==> config.mk <==
export PLATFORM = sky130hd
export DESIGN_NAME = bds_spi_core
export DESIGN_NICKNAME = d
export VERILOG_FILES = /design/src/bds_pkg.sv /design/src/bds_fault_reg.sv /design/src/bds_spi_core.sv /design/src/bds_sync.sv
export SDC_FILE = /design/constraint.sdc
export NUM_CORES = 1
export LEC_CHECK = 0
export BUFFER_PORTS_ARGS = -buffer_cell sky130_fd_sc_hd__clkbuf_2
export CORE_ASPECT_RATIO = 0.8
export CORE_UTILIZATION = 53
export DETAILED_ROUTE_END_ITERATION = 6
export GPL_ROUTABILITY_DRIVEN = 0
export PLACE_DENSITY = 0.75
export SLEW_MARGIN = 0
export SYNTH_ARGS = -nofsm -noshare
export SYNTH_HDL_FRONTEND = slang
export SYNTH_SLANG_ARGS = --single-unit
==> constraint.sdc <==
create_clock -name sys_clk_in -period 2.8 [get_ports sys_clk_in]
set_input_delay 0.84 -clock sys_clk_in [delete_from_list [all_inputs] [get_ports sys_clk_in]]
set_output_delay 0.84 -clock sys_clk_in [all_outputs]
set_load 0.02 [all_outputs]
==> src/bds_pkg.sv <==
package bds_pkg;

    ////////////////////////////////////////////////////////////////////////////
    // frame layout
    localparam int FRAME_BITS      = 16;
    localparam int ID_BITS         = 2;
    localparam int CMD_BITS        = 8;
    localparam int FIRST_DRIVEN    = 13;
    localparam logic [1:0] CHIP_ADDR       = 2'h0;
    localparam logic [4:0] VERIFY_PATTERN  = 5'h15;

    ////////////////////////////////////////////////////////////////////////////
    // command bytes, chip address bits included
    localparam logic [7:0] CMD_WRITE_SETUP = 8'h33;
    localparam logic [7:0] CMD_READ_CLEAR  = 8'h09;
    localparam logic [7:0] CMD_READ_ID     = 8'h00;
    localparam logic [7:0] CMD_READ_REV    = 8'h03;
    localparam logic [7:0] CMD_READ_SETUP  = 8'h28;

    ////////////////////////////////////////////////////////////////////////////
    // drive_setup: bits 7:2 of the written byte are stored as a 6-bit field
    localparam int SETUP_ROLE_POS  = 5;
    localparam int SETUP_PUMP_POS  = 4;
    localparam int SETUP_OUT2_POS  = 3;
    localparam int SETUP_OUT1_POS  = 2;
    localparam int SETUP_LIM_HI    = 1;
    localparam int SETUP_LIM_LO    = 0;
    localparam logic [5:0] SETUP_RESET     = 6'h0e;

    // limit selector codes
    localparam logic [1:0] LIMIT_LEVEL_4   = 2'h3;
    localparam logic [1:0] LIMIT_LEVEL_3   = 2'h2;
    localparam logic [1:0] LIMIT_LEVEL_2   = 2'h1;
    localparam logic [1:0] LIMIT_LEVEL_1   = 2'h0;

    ////////////////////////////////////////////////////////////////////////////
    // fault status codes {out2_status_hi, out2_status_lo, out1_status_hi, out1_status_lo}
    localparam logic [3:0] CODE_ZERO      = 4'h0;
    localparam logic [3:0] CODE_SHORTED   = 4'hc;
    localparam logic [3:0] CODE_OPEN      = 4'h3;
    localparam logic [3:0] CODE_NORMAL    = 4'hf;
    localparam logic [1:0] PAIR_TO_SUPPLY = 2'h1;
    localparam logic [1:0] PAIR_TO_GROUND = 2'h2;
    localparam logic [1:0] PAIR_NORMAL    = 2'h3;
    localparam logic       FLAG_RESET     = 1'b1;

    // identity values: arbitrary
    localparam logic [7:0] PART_IDENTITY  = 8'h5a;
    localparam logic [3:0] FW_REVISION    = 4'h2;
    localparam logic [3:0] MASK_REVISION  = 4'h7;

endpackage

==> src/bds_fault_reg.sv <==
`timescale 1ns/1ps
module bds_fault_reg (
    input  wire logic       sys_clk_in,
    input  wire logic       rst_in,
    input  wire logic       clear_in,
    input  wire logic       undervoltage_in,
    input  wire logic       shorted_load_in,
    input  wire logic       out1_short_supply_in,
    input  wire logic       out1_short_ground_in,
    input  wire logic       out2_short_supply_in,
    input  wire logic       out2_short_ground_in,
    input  wire logic       open_load_in,
    input  wire logic       overcurrent_in,
    input  wire logic       cutback_in,
    input  wire logic       over_heat_in,
    output logic [3:0]      status_code_out,
    output logic            low_side_overcurrent_flag_out,
    output logic            thermal_cutback_flag_out,
    output logic            over_heat_flag_out,
    output logic            any_fault_out
);
    import bds_pkg::*;

    logic [3:0] code_r;
    logic [3:0] code_nxt;
    logic [3:0] event_code;
    logic       event_seen;
    logic [1:0] pair1;
    logic [1:0] pair2;

    // smaller number wins; the latched power-on code outranks every fault
    function automatic logic [2:0] prio(input logic [3:0] c);
        if (c == CODE_ZERO)
            prio = 3'h1;
        else if (c == CODE_SHORTED)
            prio = 3'h2;
        else if (c == CODE_OPEN)
            prio = 3'h4;
        else if (c == CODE_NORMAL)
            prio = 3'h5;
        else
            prio = 3'h3;
    endfunction

    always_comb
    begin
        pair1      = out1_short_supply_in ? PAIR_TO_SUPPLY : (out1_short_ground_in ? PAIR_TO_GROUND : PAIR_NORMAL);
        pair2      = out2_short_supply_in ? PAIR_TO_SUPPLY : (out2_short_ground_in ? PAIR_TO_GROUND : PAIR_NORMAL);
        event_seen = 1'b1;
        if (shorted_load_in)
            event_code = CODE_SHORTED;
        else if (pair1 != PAIR_NORMAL || pair2 != PAIR_NORMAL)
            event_code = {pair2, pair1};
        else if (open_load_in)
            event_code = CODE_OPEN;
        else
        begin
            event_code = CODE_NORMAL;
            event_seen = 1'b0;
        end
    end

    // a fault arriving with the clear is applied on top of the cleared value
    always_comb
    begin
        code_nxt = clear_in ? CODE_NORMAL : code_r;
        if (event_seen && prio(event_code) < prio(code_nxt))
            code_nxt = event_code;
        else if (event_seen && prio(event_code) == 3'h3 && prio(code_nxt) == 3'h3)
        begin
            if (event_code[3:2] != PAIR_NORMAL)
                code_nxt[3:2] = event_code[3:2];
            if (event_code[1:0] != PAIR_NORMAL)
                code_nxt[1:0] = event_code[1:0];
        end
    end

    always_ff @(posedge sys_clk_in)
    begin
        if (rst_in)
            code_r <= CODE_ZERO;
        else
            code_r <= code_nxt;
    end

    always_ff @(posedge sys_clk_in)
    begin
        if (rst_in)
        begin
            low_side_overcurrent_flag_out <= FLAG_RESET;
            thermal_cutback_flag_out      <= FLAG_RESET;
            over_heat_flag_out            <= FLAG_RESET;
        end
        else
        begin
            low_side_overcurrent_flag_out <= ~overcurrent_in & (clear_in | low_side_overcurrent_flag_out);
            thermal_cutback_flag_out      <= ~cutback_in & (clear_in | thermal_cutback_flag_out);
            over_heat_flag_out            <= ~over_heat_in & (clear_in | over_heat_flag_out);
        end
    end

    // undervoltage masks the stored code without touching it, so it returns afterwards
    assign status_code_out = undervoltage_in ? CODE_ZERO : code_r;
    assign any_fault_out   = (status_code_out != CODE_NORMAL) | ~low_side_overcurrent_flag_out
                             | ~thermal_cutback_flag_out | ~over_heat_flag_out;
endmodule

==> src/bds_spi_core.sv <==
`timescale 1ns/1ps
// Functional notes
// - write-setup 0x33 loads setup from data 7:2, answers fault report, no clear
// - setup changes only while enable pin is low; host keeps it low to write
// - read-and-clear 0x09 returns fault report then clears all latched faults
// - setup bits 3:2 pick limit: 11 level4, 10 level3 default, 01 level2, 00 level1
// - setup bits 5,4 allow outputs 2,1; status bit 7 shows live enable
// - setup bit 7 sets fault pin role; bit 6 sets reduced pump power
// - response bits 3:0 carry latched two-output status codes
// - stored code priority: power-on 0000, shorted load, shorts, open load
// - undervoltage shows 0000 unlatched; prior code returns afterwards
// - clear by pins or command drops all latched faults including overwritten
// - power-on reset latches status code 0000
// - response bit 4 latches 0 after low-side overcurrent
// - bits 5 and 6 latch 0 after thermal cutback and over-heat
// - response bit 8 is the latched frame fault flag
// - response bits 13:9 always carry 10101 for a matching address
// - read-identity 0x00 returns fixed identity byte
// - read-revision 0x03 returns firmware and mask revisions
// - read-setup 0x28 returns role, pump, both-outputs, lockout, limit, over-heat and cutback bits
// - top two bits must be 00 else frame ignored, output stays off
// - commit at select rise only after exactly 16 clocks and valid command
// - input sampled on falling clock, output changes on rising, msb first
// - next valid frame clears frame fault; bad frames leave registers alone
module bds_spi_core (
    input  wire logic       sys_clk_in,
    input  wire logic       rst_in,
    input  wire logic       spi_sclk_in,
    input  wire logic       select_n_in,
    input  wire logic       spi_si_in,
    output logic            spi_so_out,
    output logic            spi_so_oe_out,
    input  wire logic       enable_pin_in,
    input  wire logic       disable_or_fault_pin_in,
    output logic            disable_or_fault_pin_out,
    output logic            disable_or_fault_pin_oe_out,
    input  wire logic       lockout_in,
    input  wire logic       undervoltage_in,
    input  wire logic       shorted_load_in,
    input  wire logic       out1_short_supply_in,
    input  wire logic       out1_short_ground_in,
    input  wire logic       out2_short_supply_in,
    input  wire logic       out2_short_ground_in,
    input  wire logic       open_load_in,
    input  wire logic       overcurrent_in,
    input  wire logic       cutback_in,
    input  wire logic       over_heat_in,
    output logic            out1_enable_out,
    output logic            out2_enable_out,
    output logic [1:0]      limit_level_out,
    output logic            pump_power_reduced_out,
    output logic            fault_pin_role_out
);
    import bds_pkg::*;

    ////////////////////////////////////////////////////////////////////////////
    // pin synchronisers; the reset image equals the edge detectors' reset levels, so no false edge follows reset
    logic [4:0] pins_sync;
    logic       sclk_s;
    logic       sel_n_s;
    logic       si_s;
    logic       en_pin_s;
    logic       dis_pin_s;

    bds_sync #(
        .WIDTH (5),
        .INIT  (5'h08)
    ) u_sync (
        .sys_clk_in (sys_clk_in),
        .rst_in     (rst_in),
        .async_in   ({spi_sclk_in, select_n_in, spi_si_in, enable_pin_in, disable_or_fault_pin_in}),
        .sync_out   (pins_sync)
    );

    assign sclk_s    = pins_sync[4];
    assign sel_n_s   = pins_sync[3];
    assign si_s      = pins_sync[2];
    assign en_pin_s  = pins_sync[1];
    assign dis_pin_s = pins_sync[0];

    ////////////////////////////////////////////////////////////////////////////
    // edge detection on the synchronised levels
    logic sclk_d_r;
    logic sel_n_d_r;
    logic en_pin_d_r;
    logic dis_pin_d_r;

    always_ff @(posedge sys_clk_in)
    begin
        if (rst_in)
        begin
            sclk_d_r    <= 1'b0;
            sel_n_d_r   <= 1'b1;
            en_pin_d_r  <= 1'b0;
            dis_pin_d_r <= 1'b0;
        end
        else
        begin
            sclk_d_r    <= sclk_s;
            sel_n_d_r   <= sel_n_s;
            en_pin_d_r  <= en_pin_s;
            dis_pin_d_r <= dis_pin_s;
        end
    end

    logic sclk_rise;
    logic sclk_fall;
    logic frame_start;
    logic frame_end;
    logic in_frame;

    assign in_frame    = ~sel_n_s & ~sel_n_d_r;
    assign sclk_rise   = in_frame & sclk_s & ~sclk_d_r;
    assign sclk_fall   = in_frame & ~sclk_s & sclk_d_r;
    assign frame_start = ~sel_n_s & sel_n_d_r;
    assign frame_end   = sel_n_s & ~sel_n_d_r;

    ////////////////////////////////////////////////////////////////////////////
    // receive side: falling edges shift in, msb first
    logic [4:0]  fall_cnt_r;
    logic [15:0] rx_r;
    logic        id_ok_r;
    logic [7:0]  cmd_r;
    logic        cmd_valid;
    logic [7:0]  cmd_now;

    assign cmd_now   = {rx_r[6:0], si_s};
    assign cmd_valid = (cmd_r == CMD_WRITE_SETUP) || (cmd_r == CMD_READ_CLEAR) || (cmd_r == CMD_READ_ID)
                       || (cmd_r == CMD_READ_REV) || (cmd_r == CMD_READ_SETUP);

    always_ff @(posedge sys_clk_in)
    begin
        if (rst_in || frame_start)
        begin
            fall_cnt_r <= 5'h00;
            rx_r       <= 16'h0000;
            id_ok_r    <= 1'b0;
            cmd_r      <= 8'hff;
        end
        else if (sclk_fall)
        begin
            rx_r <= {rx_r[14:0], si_s};
            if (fall_cnt_r != 5'h1f)
                fall_cnt_r <= fall_cnt_r + 5'h01;
            if (fall_cnt_r == 5'(ID_BITS - 1))
                id_ok_r <= ({rx_r[0], si_s} == CHIP_ADDR);
            if (fall_cnt_r == 5'(CMD_BITS - 1))
                cmd_r <= cmd_now;
        end
    end

    ////////////////////////////////////////////////////////////////////////////
    // setup register and live enable state
    logic [5:0] setup_r;
    logic       pins_enable;
    logic       enable_status;
    logic       do_commit;

    // the pin counts as a disable input only while it plays that role
    assign pins_enable   = en_pin_s & (setup_r[SETUP_ROLE_POS] | ~dis_pin_s);
    assign enable_status = pins_enable & setup_r[SETUP_OUT1_POS] & setup_r[SETUP_OUT2_POS] & ~lockout_in;
    assign do_commit     = frame_end & id_ok_r & (fall_cnt_r == 5'(FRAME_BITS)) & cmd_valid;

    always_ff @(posedge sys_clk_in)
    begin
        if (rst_in)
            setup_r <= SETUP_RESET;
        else if (do_commit && cmd_r == CMD_WRITE_SETUP && !en_pin_s)
            setup_r <= rx_r[7:2];
    end

    ////////////////////////////////////////////////////////////////////////////
    // frame fault flag: only frames with our address touch it
    logic frame_fault_r;

    always_ff @(posedge sys_clk_in)
    begin
        if (rst_in)
            frame_fault_r <= 1'b0;
        else if (frame_end && id_ok_r)
            frame_fault_r <= ~do_commit;
    end

    ////////////////////////////////////////////////////////////////////////////
    // fault report
    logic       spi_clear;
    logic       pin_clear;
    logic [3:0] status_code;
    logic       oc_flag;
    logic       cutback_flag;
    logic       heat_flag;
    logic       any_fault;

    assign spi_clear = do_commit & (cmd_r == CMD_READ_CLEAR);
    // in the disable-pin role (setup bit 7 low), re-enable through either pin also discards the report
    assign pin_clear = (en_pin_s & ~en_pin_d_r & ~dis_pin_s & ~setup_r[SETUP_ROLE_POS])
                       | (~dis_pin_s & dis_pin_d_r & en_pin_s & ~setup_r[SETUP_ROLE_POS]);

    bds_fault_reg u_faults (
        .sys_clk_in                    (sys_clk_in),
        .rst_in                        (rst_in),
        .clear_in                      (spi_clear | pin_clear),
        .undervoltage_in               (undervoltage_in),
        .shorted_load_in               (shorted_load_in),
        .out1_short_supply_in          (out1_short_supply_in),
        .out1_short_ground_in          (out1_short_ground_in),
        .out2_short_supply_in          (out2_short_supply_in),
        .out2_short_ground_in          (out2_short_ground_in),
        .open_load_in                  (open_load_in),
        .overcurrent_in                (overcurrent_in),
        .cutback_in                    (cutback_in),
        .over_heat_in                  (over_heat_in),
        .status_code_out               (status_code),
        .low_side_overcurrent_flag_out (oc_flag),
        .thermal_cutback_flag_out      (cutback_flag),
        .over_heat_flag_out            (heat_flag),
        .any_fault_out                 (any_fault)
    );

    ////////////////////////////////////////////////////////////////////////////
    // response byte, captured once the command is known
    logic [7:0] data_r;
    logic [7:0] data_nxt;

    always_comb
    begin
        unique case (cmd_now)
            CMD_WRITE_SETUP,
            CMD_READ_CLEAR:
                data_nxt = {enable_status, heat_flag, cutback_flag, oc_flag, status_code};
            CMD_READ_ID:
                data_nxt = PART_IDENTITY;
            CMD_READ_REV:
                data_nxt = {FW_REVISION, MASK_REVISION};
            CMD_READ_SETUP:
                data_nxt = {setup_r[SETUP_ROLE_POS], setup_r[SETUP_PUMP_POS],
                            setup_r[SETUP_OUT1_POS] & setup_r[SETUP_OUT2_POS], lockout_in,
                            setup_r[SETUP_LIM_HI], setup_r[SETUP_LIM_LO], heat_flag, cutback_flag};
            default:
                data_nxt = 8'h00;
        endcase
    end

    always_ff @(posedge sys_clk_in)
    begin
        if (rst_in)
            data_r <= 8'h00;
        else if (sclk_fall && fall_cnt_r == 5'(CMD_BITS - 1))
            data_r <= data_nxt;
    end

    ////////////////////////////////////////////////////////////////////////////
    // transmit side: rising edge k drives bit 16-k
    logic [15:0] resp_word;
    logic [4:0]  tx_idx;

    assign resp_word = {2'h0, VERIFY_PATTERN, frame_fault_r, data_r};
    assign tx_idx    = 5'(FRAME_BITS - 1) - fall_cnt_r;

    always_ff @(posedge sys_clk_in)
    begin
        if (rst_in || frame_start || frame_end)
        begin
            spi_so_out    <= 1'b0;
            spi_so_oe_out <= 1'b0;
        end
        else if (sclk_rise && id_ok_r && fall_cnt_r >= 5'(ID_BITS) && fall_cnt_r < 5'(FRAME_BITS))
        begin
            spi_so_out    <= resp_word[tx_idx[3:0]];
            spi_so_oe_out <= 1'b1;
        end
    end

    ////////////////////////////////////////////////////////////////////////////
    // setup-driven outputs
    always_ff @(posedge sys_clk_in)
    begin
        if (rst_in)
        begin
            out1_enable_out             <= 1'b0;
            out2_enable_out             <= 1'b0;
            limit_level_out             <= LIMIT_LEVEL_3;
            pump_power_reduced_out      <= 1'b0;
            fault_pin_role_out          <= 1'b0;
            disable_or_fault_pin_out    <= 1'b0;
            disable_or_fault_pin_oe_out <= 1'b0;
        end
        else
        begin
            out1_enable_out             <= pins_enable & setup_r[SETUP_OUT1_POS] & ~lockout_in;
            out2_enable_out             <= pins_enable & setup_r[SETUP_OUT2_POS] & ~lockout_in;
            limit_level_out             <= {setup_r[SETUP_LIM_HI], setup_r[SETUP_LIM_LO]};
            pump_power_reduced_out      <= setup_r[SETUP_PUMP_POS];
            fault_pin_role_out          <= setup_r[SETUP_ROLE_POS];
            // status flag role: pin is pulled low while any fault is held
            disable_or_fault_pin_out    <= ~any_fault;
            disable_or_fault_pin_oe_out <= setup_r[SETUP_ROLE_POS];
        end
    end
endmodule

==> src/bds_sync.sv <==
`timescale 1ns/1ps
module bds_sync #(
    parameter int           WIDTH = 1,
    parameter logic [WIDTH-1:0] INIT = '0
) (
    input  wire logic             sys_clk_in,
    input  wire logic             rst_in,
    input  wire logic [WIDTH-1:0] async_in,
    output logic      [WIDTH-1:0] sync_out
);
    import bds_pkg::*;

    logic [WIDTH-1:0] meta_r;

    // the first stage feeds only the second
    always_ff @(posedge sys_clk_in)
    begin
        if (rst_in)
        begin
            meta_r   <= INIT;
            sync_out <= INIT;
        end
        else
        begin
            meta_r   <= async_in;
            sync_out <= meta_r;
        end
    end
endmodule
# Word-level counts from Yosys, hierarchy flattened
# Cells that the tools add are included.
# classes
n_mux,29
magnitude_cmp,4
n_reduce_logical,27
eq_ne,25
n_addsub,2
bitwise_logic,53
# op_table
op,count
"8-bit by 6-bit equality test with 1-bit output, second input constant",4
8-bit case mux with 4 select lines,1
3-bit 2-to-1 mux,10
1-bit AND,28
4-bit 2-to-1 mux,7
"4-bit equality test, second input constant",4
"8-bit by 2-bit equality test with 1-bit output, second input constant",2
"8-bit by 4-bit equality test with 1-bit output, second input constant",2
8-bit zero test,2
1-bit NOT,16
1-bit logical AND,10
1-bit OR,9
"4-bit by 2-bit equality test with 1-bit output, second input constant",2
4-bit zero test,2
2-bit 2-to-1 mux,4
"2-bit != test, second input constant",4
1-bit logical OR,7
"3-bit by 2-bit equality test with 1-bit output, second input constant",2
1-bit 2-to-1 mux,6
2-bit AND reduction,3
"5-bit by 1-bit adder with 5-bit output, second input constant",1
"5-bit by 1-bit equality test with 1-bit output, second input constant",1
"5-bit by 3-bit equality test with 1-bit output, second input constant",1
"5-bit equality test, second input constant",1
11 further kinds,11
# totals
output_inout_bits,10
ff_bits,67

# Longest topological paths before layout
# logic_depth
word_depth,22
ltp_mapped,12

# Hierarchy
# Synthesis repeated with hierarchy kept, for this count alone.
# hier_totals
hier_cells,379
hier_area_um2,3246.9
# modules_own_cells
mod,area_each_um2,instances,seq_area_each_um2,cells_per_inst
bds_spi_core,2426.1,1,1001.0,292
bds_fault_reg,558.0,1,140.1,67
bds_sync,262.8,1,200.2,20

# Worst setup path after synthesis
# Ideal clock, no wire load.
# synth_path
kind,register to register
from,register fall_cnt_r[4]
to,register u_faults.code_r[2]
n_path_buf,1
arrival_time_ns,2.887
setup_ns,0.137
path_slack_ns,-0.224
path_stages_with_launch,12
synth_period_minus_slack_ns,3.024
path_cell_list,dfxtp_1 -> or4b_4 -> nor4_4 -> a21o_2 -> buf_2 -> a31oi_1 -> ha_1 -> and3b_1 -> mux2_2 -> nand3b_1 -> a211oi_1 -> o221ai_1
# synth_via
elab_chain_len,16
word_cells_on_any_way,22
# synth_rtl
element,line_no,text
from (decl),bds_spi_core.sv:120,logic [4:0] fall_cnt_r;
from (signal assigned),bds_spi_core.sv:144,fall_cnt_r <= fall_cnt_r + 5'h01;
5-bit equality test (*),bds_spi_core.sv:162,assign do_commit = frame_end & id_ok_r & (fall_cnt_r == 5'(FRAME_BITS)) & cmd_valid;
1-bit AND (*) (2 in series),bds_spi_core.sv:162,
1-bit AND (*),bds_spi_core.sv:194,assign spi_clear = do_commit & (cmd_r == CMD_READ_CLEAR);
1-bit OR (*),bds_spi_core.sv:202,".clear_in (spi_clear | pin_clear),"
4-bit 2-to-1 mux (*),bds_fault_reg.sv:66,code_nxt = clear_in ? CODE_NORMAL : code_r;
4-bit equality test,bds_fault_reg.sv:39,else if (c == CODE_NORMAL)
3-bit 2-to-1 mux,bds_fault_reg.sv:39,
3-bit 2-to-1 mux,bds_fault_reg.sv:37,else if (c == CODE_OPEN)
3-bit 2-to-1 mux,bds_fault_reg.sv:35,else if (c == CODE_SHORTED)
3-bit 2-to-1 mux,bds_fault_reg.sv:33,if (c == CODE_ZERO)
3-bit 2-to-1 mux,bds_fault_reg.sv:67,if (event_seen && prio(event_code) < prio(code_nxt))
3-bit by 2-bit equality test with 1-bit output,bds_fault_reg.sv:69,else if (event_seen && prio(event_code) == 3'h3 && prio(code_nxt) == 3'h3)
1-bit logical AND,bds_fault_reg.sv:69,
4-bit 2-to-1 mux,bds_fault_reg.sv:69,
4-bit 2-to-1 mux (*),bds_fault_reg.sv:67,
to (signal assigned),bds_fault_reg.sv:83,code_r <= code_nxt;
to (decl),bds_fault_reg.sv:24,logic [3:0] code_r;
# Every way passes the cells marked *; elsewhere a longest branch is shown, timed or not. The select of a mux whose other input is x is not followed.
# A chain may end at the register's enable or synchronous reset.

# Final worst setup path
# layout_path
from,register cmd_r[7]
to,register u_faults.code_r[3]
# layout_via
elab_chain_len,19
word_cells_on_any_way,29
# layout_rtl
element,line_no,text
from (decl),bds_spi_core.sv:123,logic [7:0] cmd_r;
from (signal assigned),bds_spi_core.sv:148,cmd_r <= cmd_now;
8-bit by 6-bit equality test with 1-bit output / 8-bit by 4-bit equality test with 1-bit output (equally long branches),"bds_spi_core.sv:128, bds_spi_core.sv:194",
1-bit logical OR (2 in series),bds_spi_core.sv:128,assign cmd_valid = (cmd_r == CMD_WRITE_SETUP) || (cmd_r == CMD_READ_CLEAR) || (cmd_r == CMD_READ_ID)
1-bit logical OR (2 in series),bds_spi_core.sv:129,|| (cmd_r == CMD_READ_REV) || (cmd_r == CMD_READ_SETUP);
1-bit AND,bds_spi_core.sv:162,
1-bit AND (*),bds_spi_core.sv:194,
1-bit OR (*),bds_spi_core.sv:202,
4-bit 2-to-1 mux (*),bds_fault_reg.sv:66,
4-bit equality test,bds_fault_reg.sv:39,
3-bit 2-to-1 mux,bds_fault_reg.sv:39,
3-bit 2-to-1 mux,bds_fault_reg.sv:37,
3-bit 2-to-1 mux,bds_fault_reg.sv:35,
3-bit 2-to-1 mux,bds_fault_reg.sv:33,
3-bit 2-to-1 mux,bds_fault_reg.sv:67,
3-bit by 2-bit equality test with 1-bit output,bds_fault_reg.sv:69,
1-bit logical AND,bds_fault_reg.sv:69,
4-bit 2-to-1 mux,bds_fault_reg.sv:69,
4-bit 2-to-1 mux (*),bds_fault_reg.sv:67,
# Marked as above.

==> results.json <==
{
  "via_count": 2678,
  "placed_cells": 465,
  "drc_errors": 0,
  "routedWlPerCell_um": 14.6,
  "die_area_um2": 6300,
  "ant_nets": 0,
  "grt_pass1_wl_mm": 11.8,
  "power_mw": 2.26,
  "port_buffers": 27,
  "multi_input_area_um2": 1720,
  "track_usage": 0.246,
  "synth_edf_count": 0,
  "antenna_found_initial": 0,
  "drt_wl_total_mm": 7.07,
  "critical_path_class": "flip-flop to flip-flop",
  "async_flop_share": 0,
  "period_needed_ps": 2780,
  "crit_path_top_delay_cell": "or4b_4",
  "syn_inst": 357,
  "core_um2": 5620,
  "yosysTopAreaCellShare": 0.423,
  "synth_area_um2": 3170,
  "io_pins": 28,
  "fin_nets": 426,
  "slowest_delay_ps": 550,
  "grt_max_degree": 17,
  "crit_path_end_kind": "flip-flop",
  "hp-class": "flip-flop to flip-flop",
  "clock_sinks": 67,
  "cp_max_fo": 5,
  "htreeDepth": 3,
  "synth.yosys.seq_area_share": 0.423,
  "die_h_um": 71.2,
  "status": "finished, final reports clean",
  "final-instance-count-excl-fill": 485,
  "maxSlewHeadroom": 0.463,
  "grt_overflow_total": 0,
  "yosys_most_used_dff": "dfxtp_1",
  "detailed_place_hpwl_mm": 5.12,
  "synth.distinct_cells": 63,
  "fin_crit_sh": 0.994,
  "die_w_um": 88.5,
  "max_cap_viol_count": 0,
  "path_buf_inv": 0,
  "rsz0062_at_grt": "yes",
  "tightest_slew_ps": 799,
  "start_util": 0.565,
  "power_density_nw_per_um2": 600,
  "cts_buffers": 9,
  "areaGrowthSynthToFinish_pct": 18.9,
  "power.leakage_nw": 1.51,
  "num_rows": 24,
  "ys_ff_latch": 67,
  "drive_above_1_share": 0.246,
  "synth_area_per_cell_um2": 8.88,
  "critPathMostFrequentCell": "o31ai_1",
  "clockBufferDepth": 2,
  "path_clk_slew_ps": 80,
  "fmax_ghz": 0.359,
  "cts_root_buf": "clkbuf_8",
  "whs_ps": 410,
  "num_antenna_cells": 0,
  "firstDrtPassIters": 5,
  "grt_pass1_vias": 2453,
  "ir_worst_vdd_mv": 0.446,
  "register_area_um2": 1340,
  "drt-vias-per-instance": 5.52,
  "critPathTopFamily": "simple AND/OR/NAND/NOR gates",
  "cts_tree": "done",
  "path_cells": "or4b_4 -> nor4_4 -> a21o_2 -> a31oi_1 -> ha_1 -> and3b_1 -> mux2_4 -> o31ai_1 -> a21oi_1 -> o31ai_1",
  "yosysWarnings": 0,
  "skew_ps": 7.89,
  "fin_util": 0.671,
  "hold_violations": 0,
  "yosys-top-cells-area": "dfxtp_1 (42%), nand2_1 (5.7%), nor2b_1 (3.9%)",
  "start_kind": "flip-flop",
  "drtIter0Drc": 193,
  "yosysTopAreaCell": "dfxtp_1",
  "cp.arrival_ps": 3040,
  "setup_tns_ps": 0,
  "cp.required_ps": 3060,
  "setup_viol": 0,
  "final_common_cell": "dfxtp_1",
  "fill_cells": 479,
  "final_max_slew_viol_count": 0,
  "mostFrequentLayoutCells": "dfxtp_1 (66), nand2_1 (48), buf_4 (29)",
  "clk_latency_ps": 350,
  "synth_nets": 381
}
[cells in the mapped netlist (all sizes together) (2+ instances only)]
| cell type | count |
|---|---|
| o21bai | 5 |
| a211o | 3 |
| mux4 | 3 |
| or3 | 4 |
| nor4 | 6 |
| ha | 6 |
| o211ai | 2 |
| o21ai | 5 |
| nand2 | 48 |
| nor2b | 20 |
| a2bb2oi | 3 |
| a22oi | 2 |
| nand2b | 4 |
| mux2i | 6 |
| inv | 13 |
| buf | 8 |
| nor4b | 4 |
| nor2 | 28 |
| o221ai | 2 |
| nand4 | 3 |
| a221oi | 3 |
| nand3b | 5 |
| o31ai | 3 |
| dfxtp | 67 |
| and2 | 3 |
| clkbuf | 14 |
| or4b | 4 |
| nor4bb | 2 |
| a21o | 5 |
| a21oi | 20 |
| nor3 | 8 |
| xnor2 | 3 |
| nand3 | 8 |
| or2 | 5 |
| nand4b | 2 |
| xor2 | 5 |
| a211oi | 8 |
[flip-flops by register name, summed over array words and instances (netlist names), 2 cells and up]
signal,cells
setup_r,6
limit_level_out,2
u_sync.meta_r,5
rx_r,8
fall_cnt_r,5
cmd_r,8
u_faults.code_r,4
data_r,8
u_sync.sync_out,5
[per-layer routing]
metal / vias to the layer above / track usage / share of wire
li1: 1357 / - / -
met1: 1233 / 0.361 / 0.50
met2: 83 / 0.355 / 0.44
met3: 5 / 0.0595 / 0.052
met4: 0 / 0.0753 / 0.0059
met5: - / 0 / 0
[where the power goes]
group	internal (mW)	switching [mW]
sequential	0.985	0.0596
combinational	0.191	0.187
clock	0.426	0.413
[what timing repair did]
item	in CTS	in global routing
gates cloned	0	0
setup endpoints to repair	1	4
hold buffers	0	0
hold endpoints to repair	0	0
resized for setup	0	3
pin swaps	0	0
buffers inserted	1	3
[cell families (layout without fill, tap and decap cells)]
| logic type | Yosys count | after routing | share of synthesized area |
|---|---|---|---|
| simple gates | 160 | 160 | 0.280 |
| compound gates | 71 | 71 | 0.157 |
| mux | 10 | 10 | 0.0438 |
| fa+ha+maj | 6 | 6 | 0.0237 |
| buf+inv | 35 | 85 | 0.0501 |
| xor+xnor | 8 | 8 | 0.0221 |
| flops | 67 | 67 | 0.423 |
[stage by stage]
stage / setup WS (ps) / instance area, um2
2_1_floorplan: -54.2 / 3220
3_3_place_gp: -82.3 / 3510
3_5_place_dp: -137 / 3510
4_1_cts: 22.9 / 3730
5_1_grt: -89.6 / 3770
6_report: 18.0 / 3770
[layout make-up]
class | count | share of cell area
Multi-Input combinational cell | 255 | 0.456
Clock inverter | 7 | 0.0222
Inverter | 13 | 0.0129
Sequential cell | 67 | 0.356
Clock buffer | 9 | 0.0329
Timing Repair Buffer | 56 | 0.0936
Tap cell | 78 | 0.0259
[worst paths after layout]
kind                     from                 end  slack, ps  cells after the start
max                  cmd_r[7]  u_faults.code_r[3]         20                     10
min          u_sync.meta_r[3]  u_sync.sync_out[3]        410                      1
max reg2reg          cmd_r[7]  u_faults.code_r[3]         20                     10
min reg2reg  u_sync.meta_r[3]  u_sync.sync_out[3]        410                      1
Power figures use the tool's default switching activity.
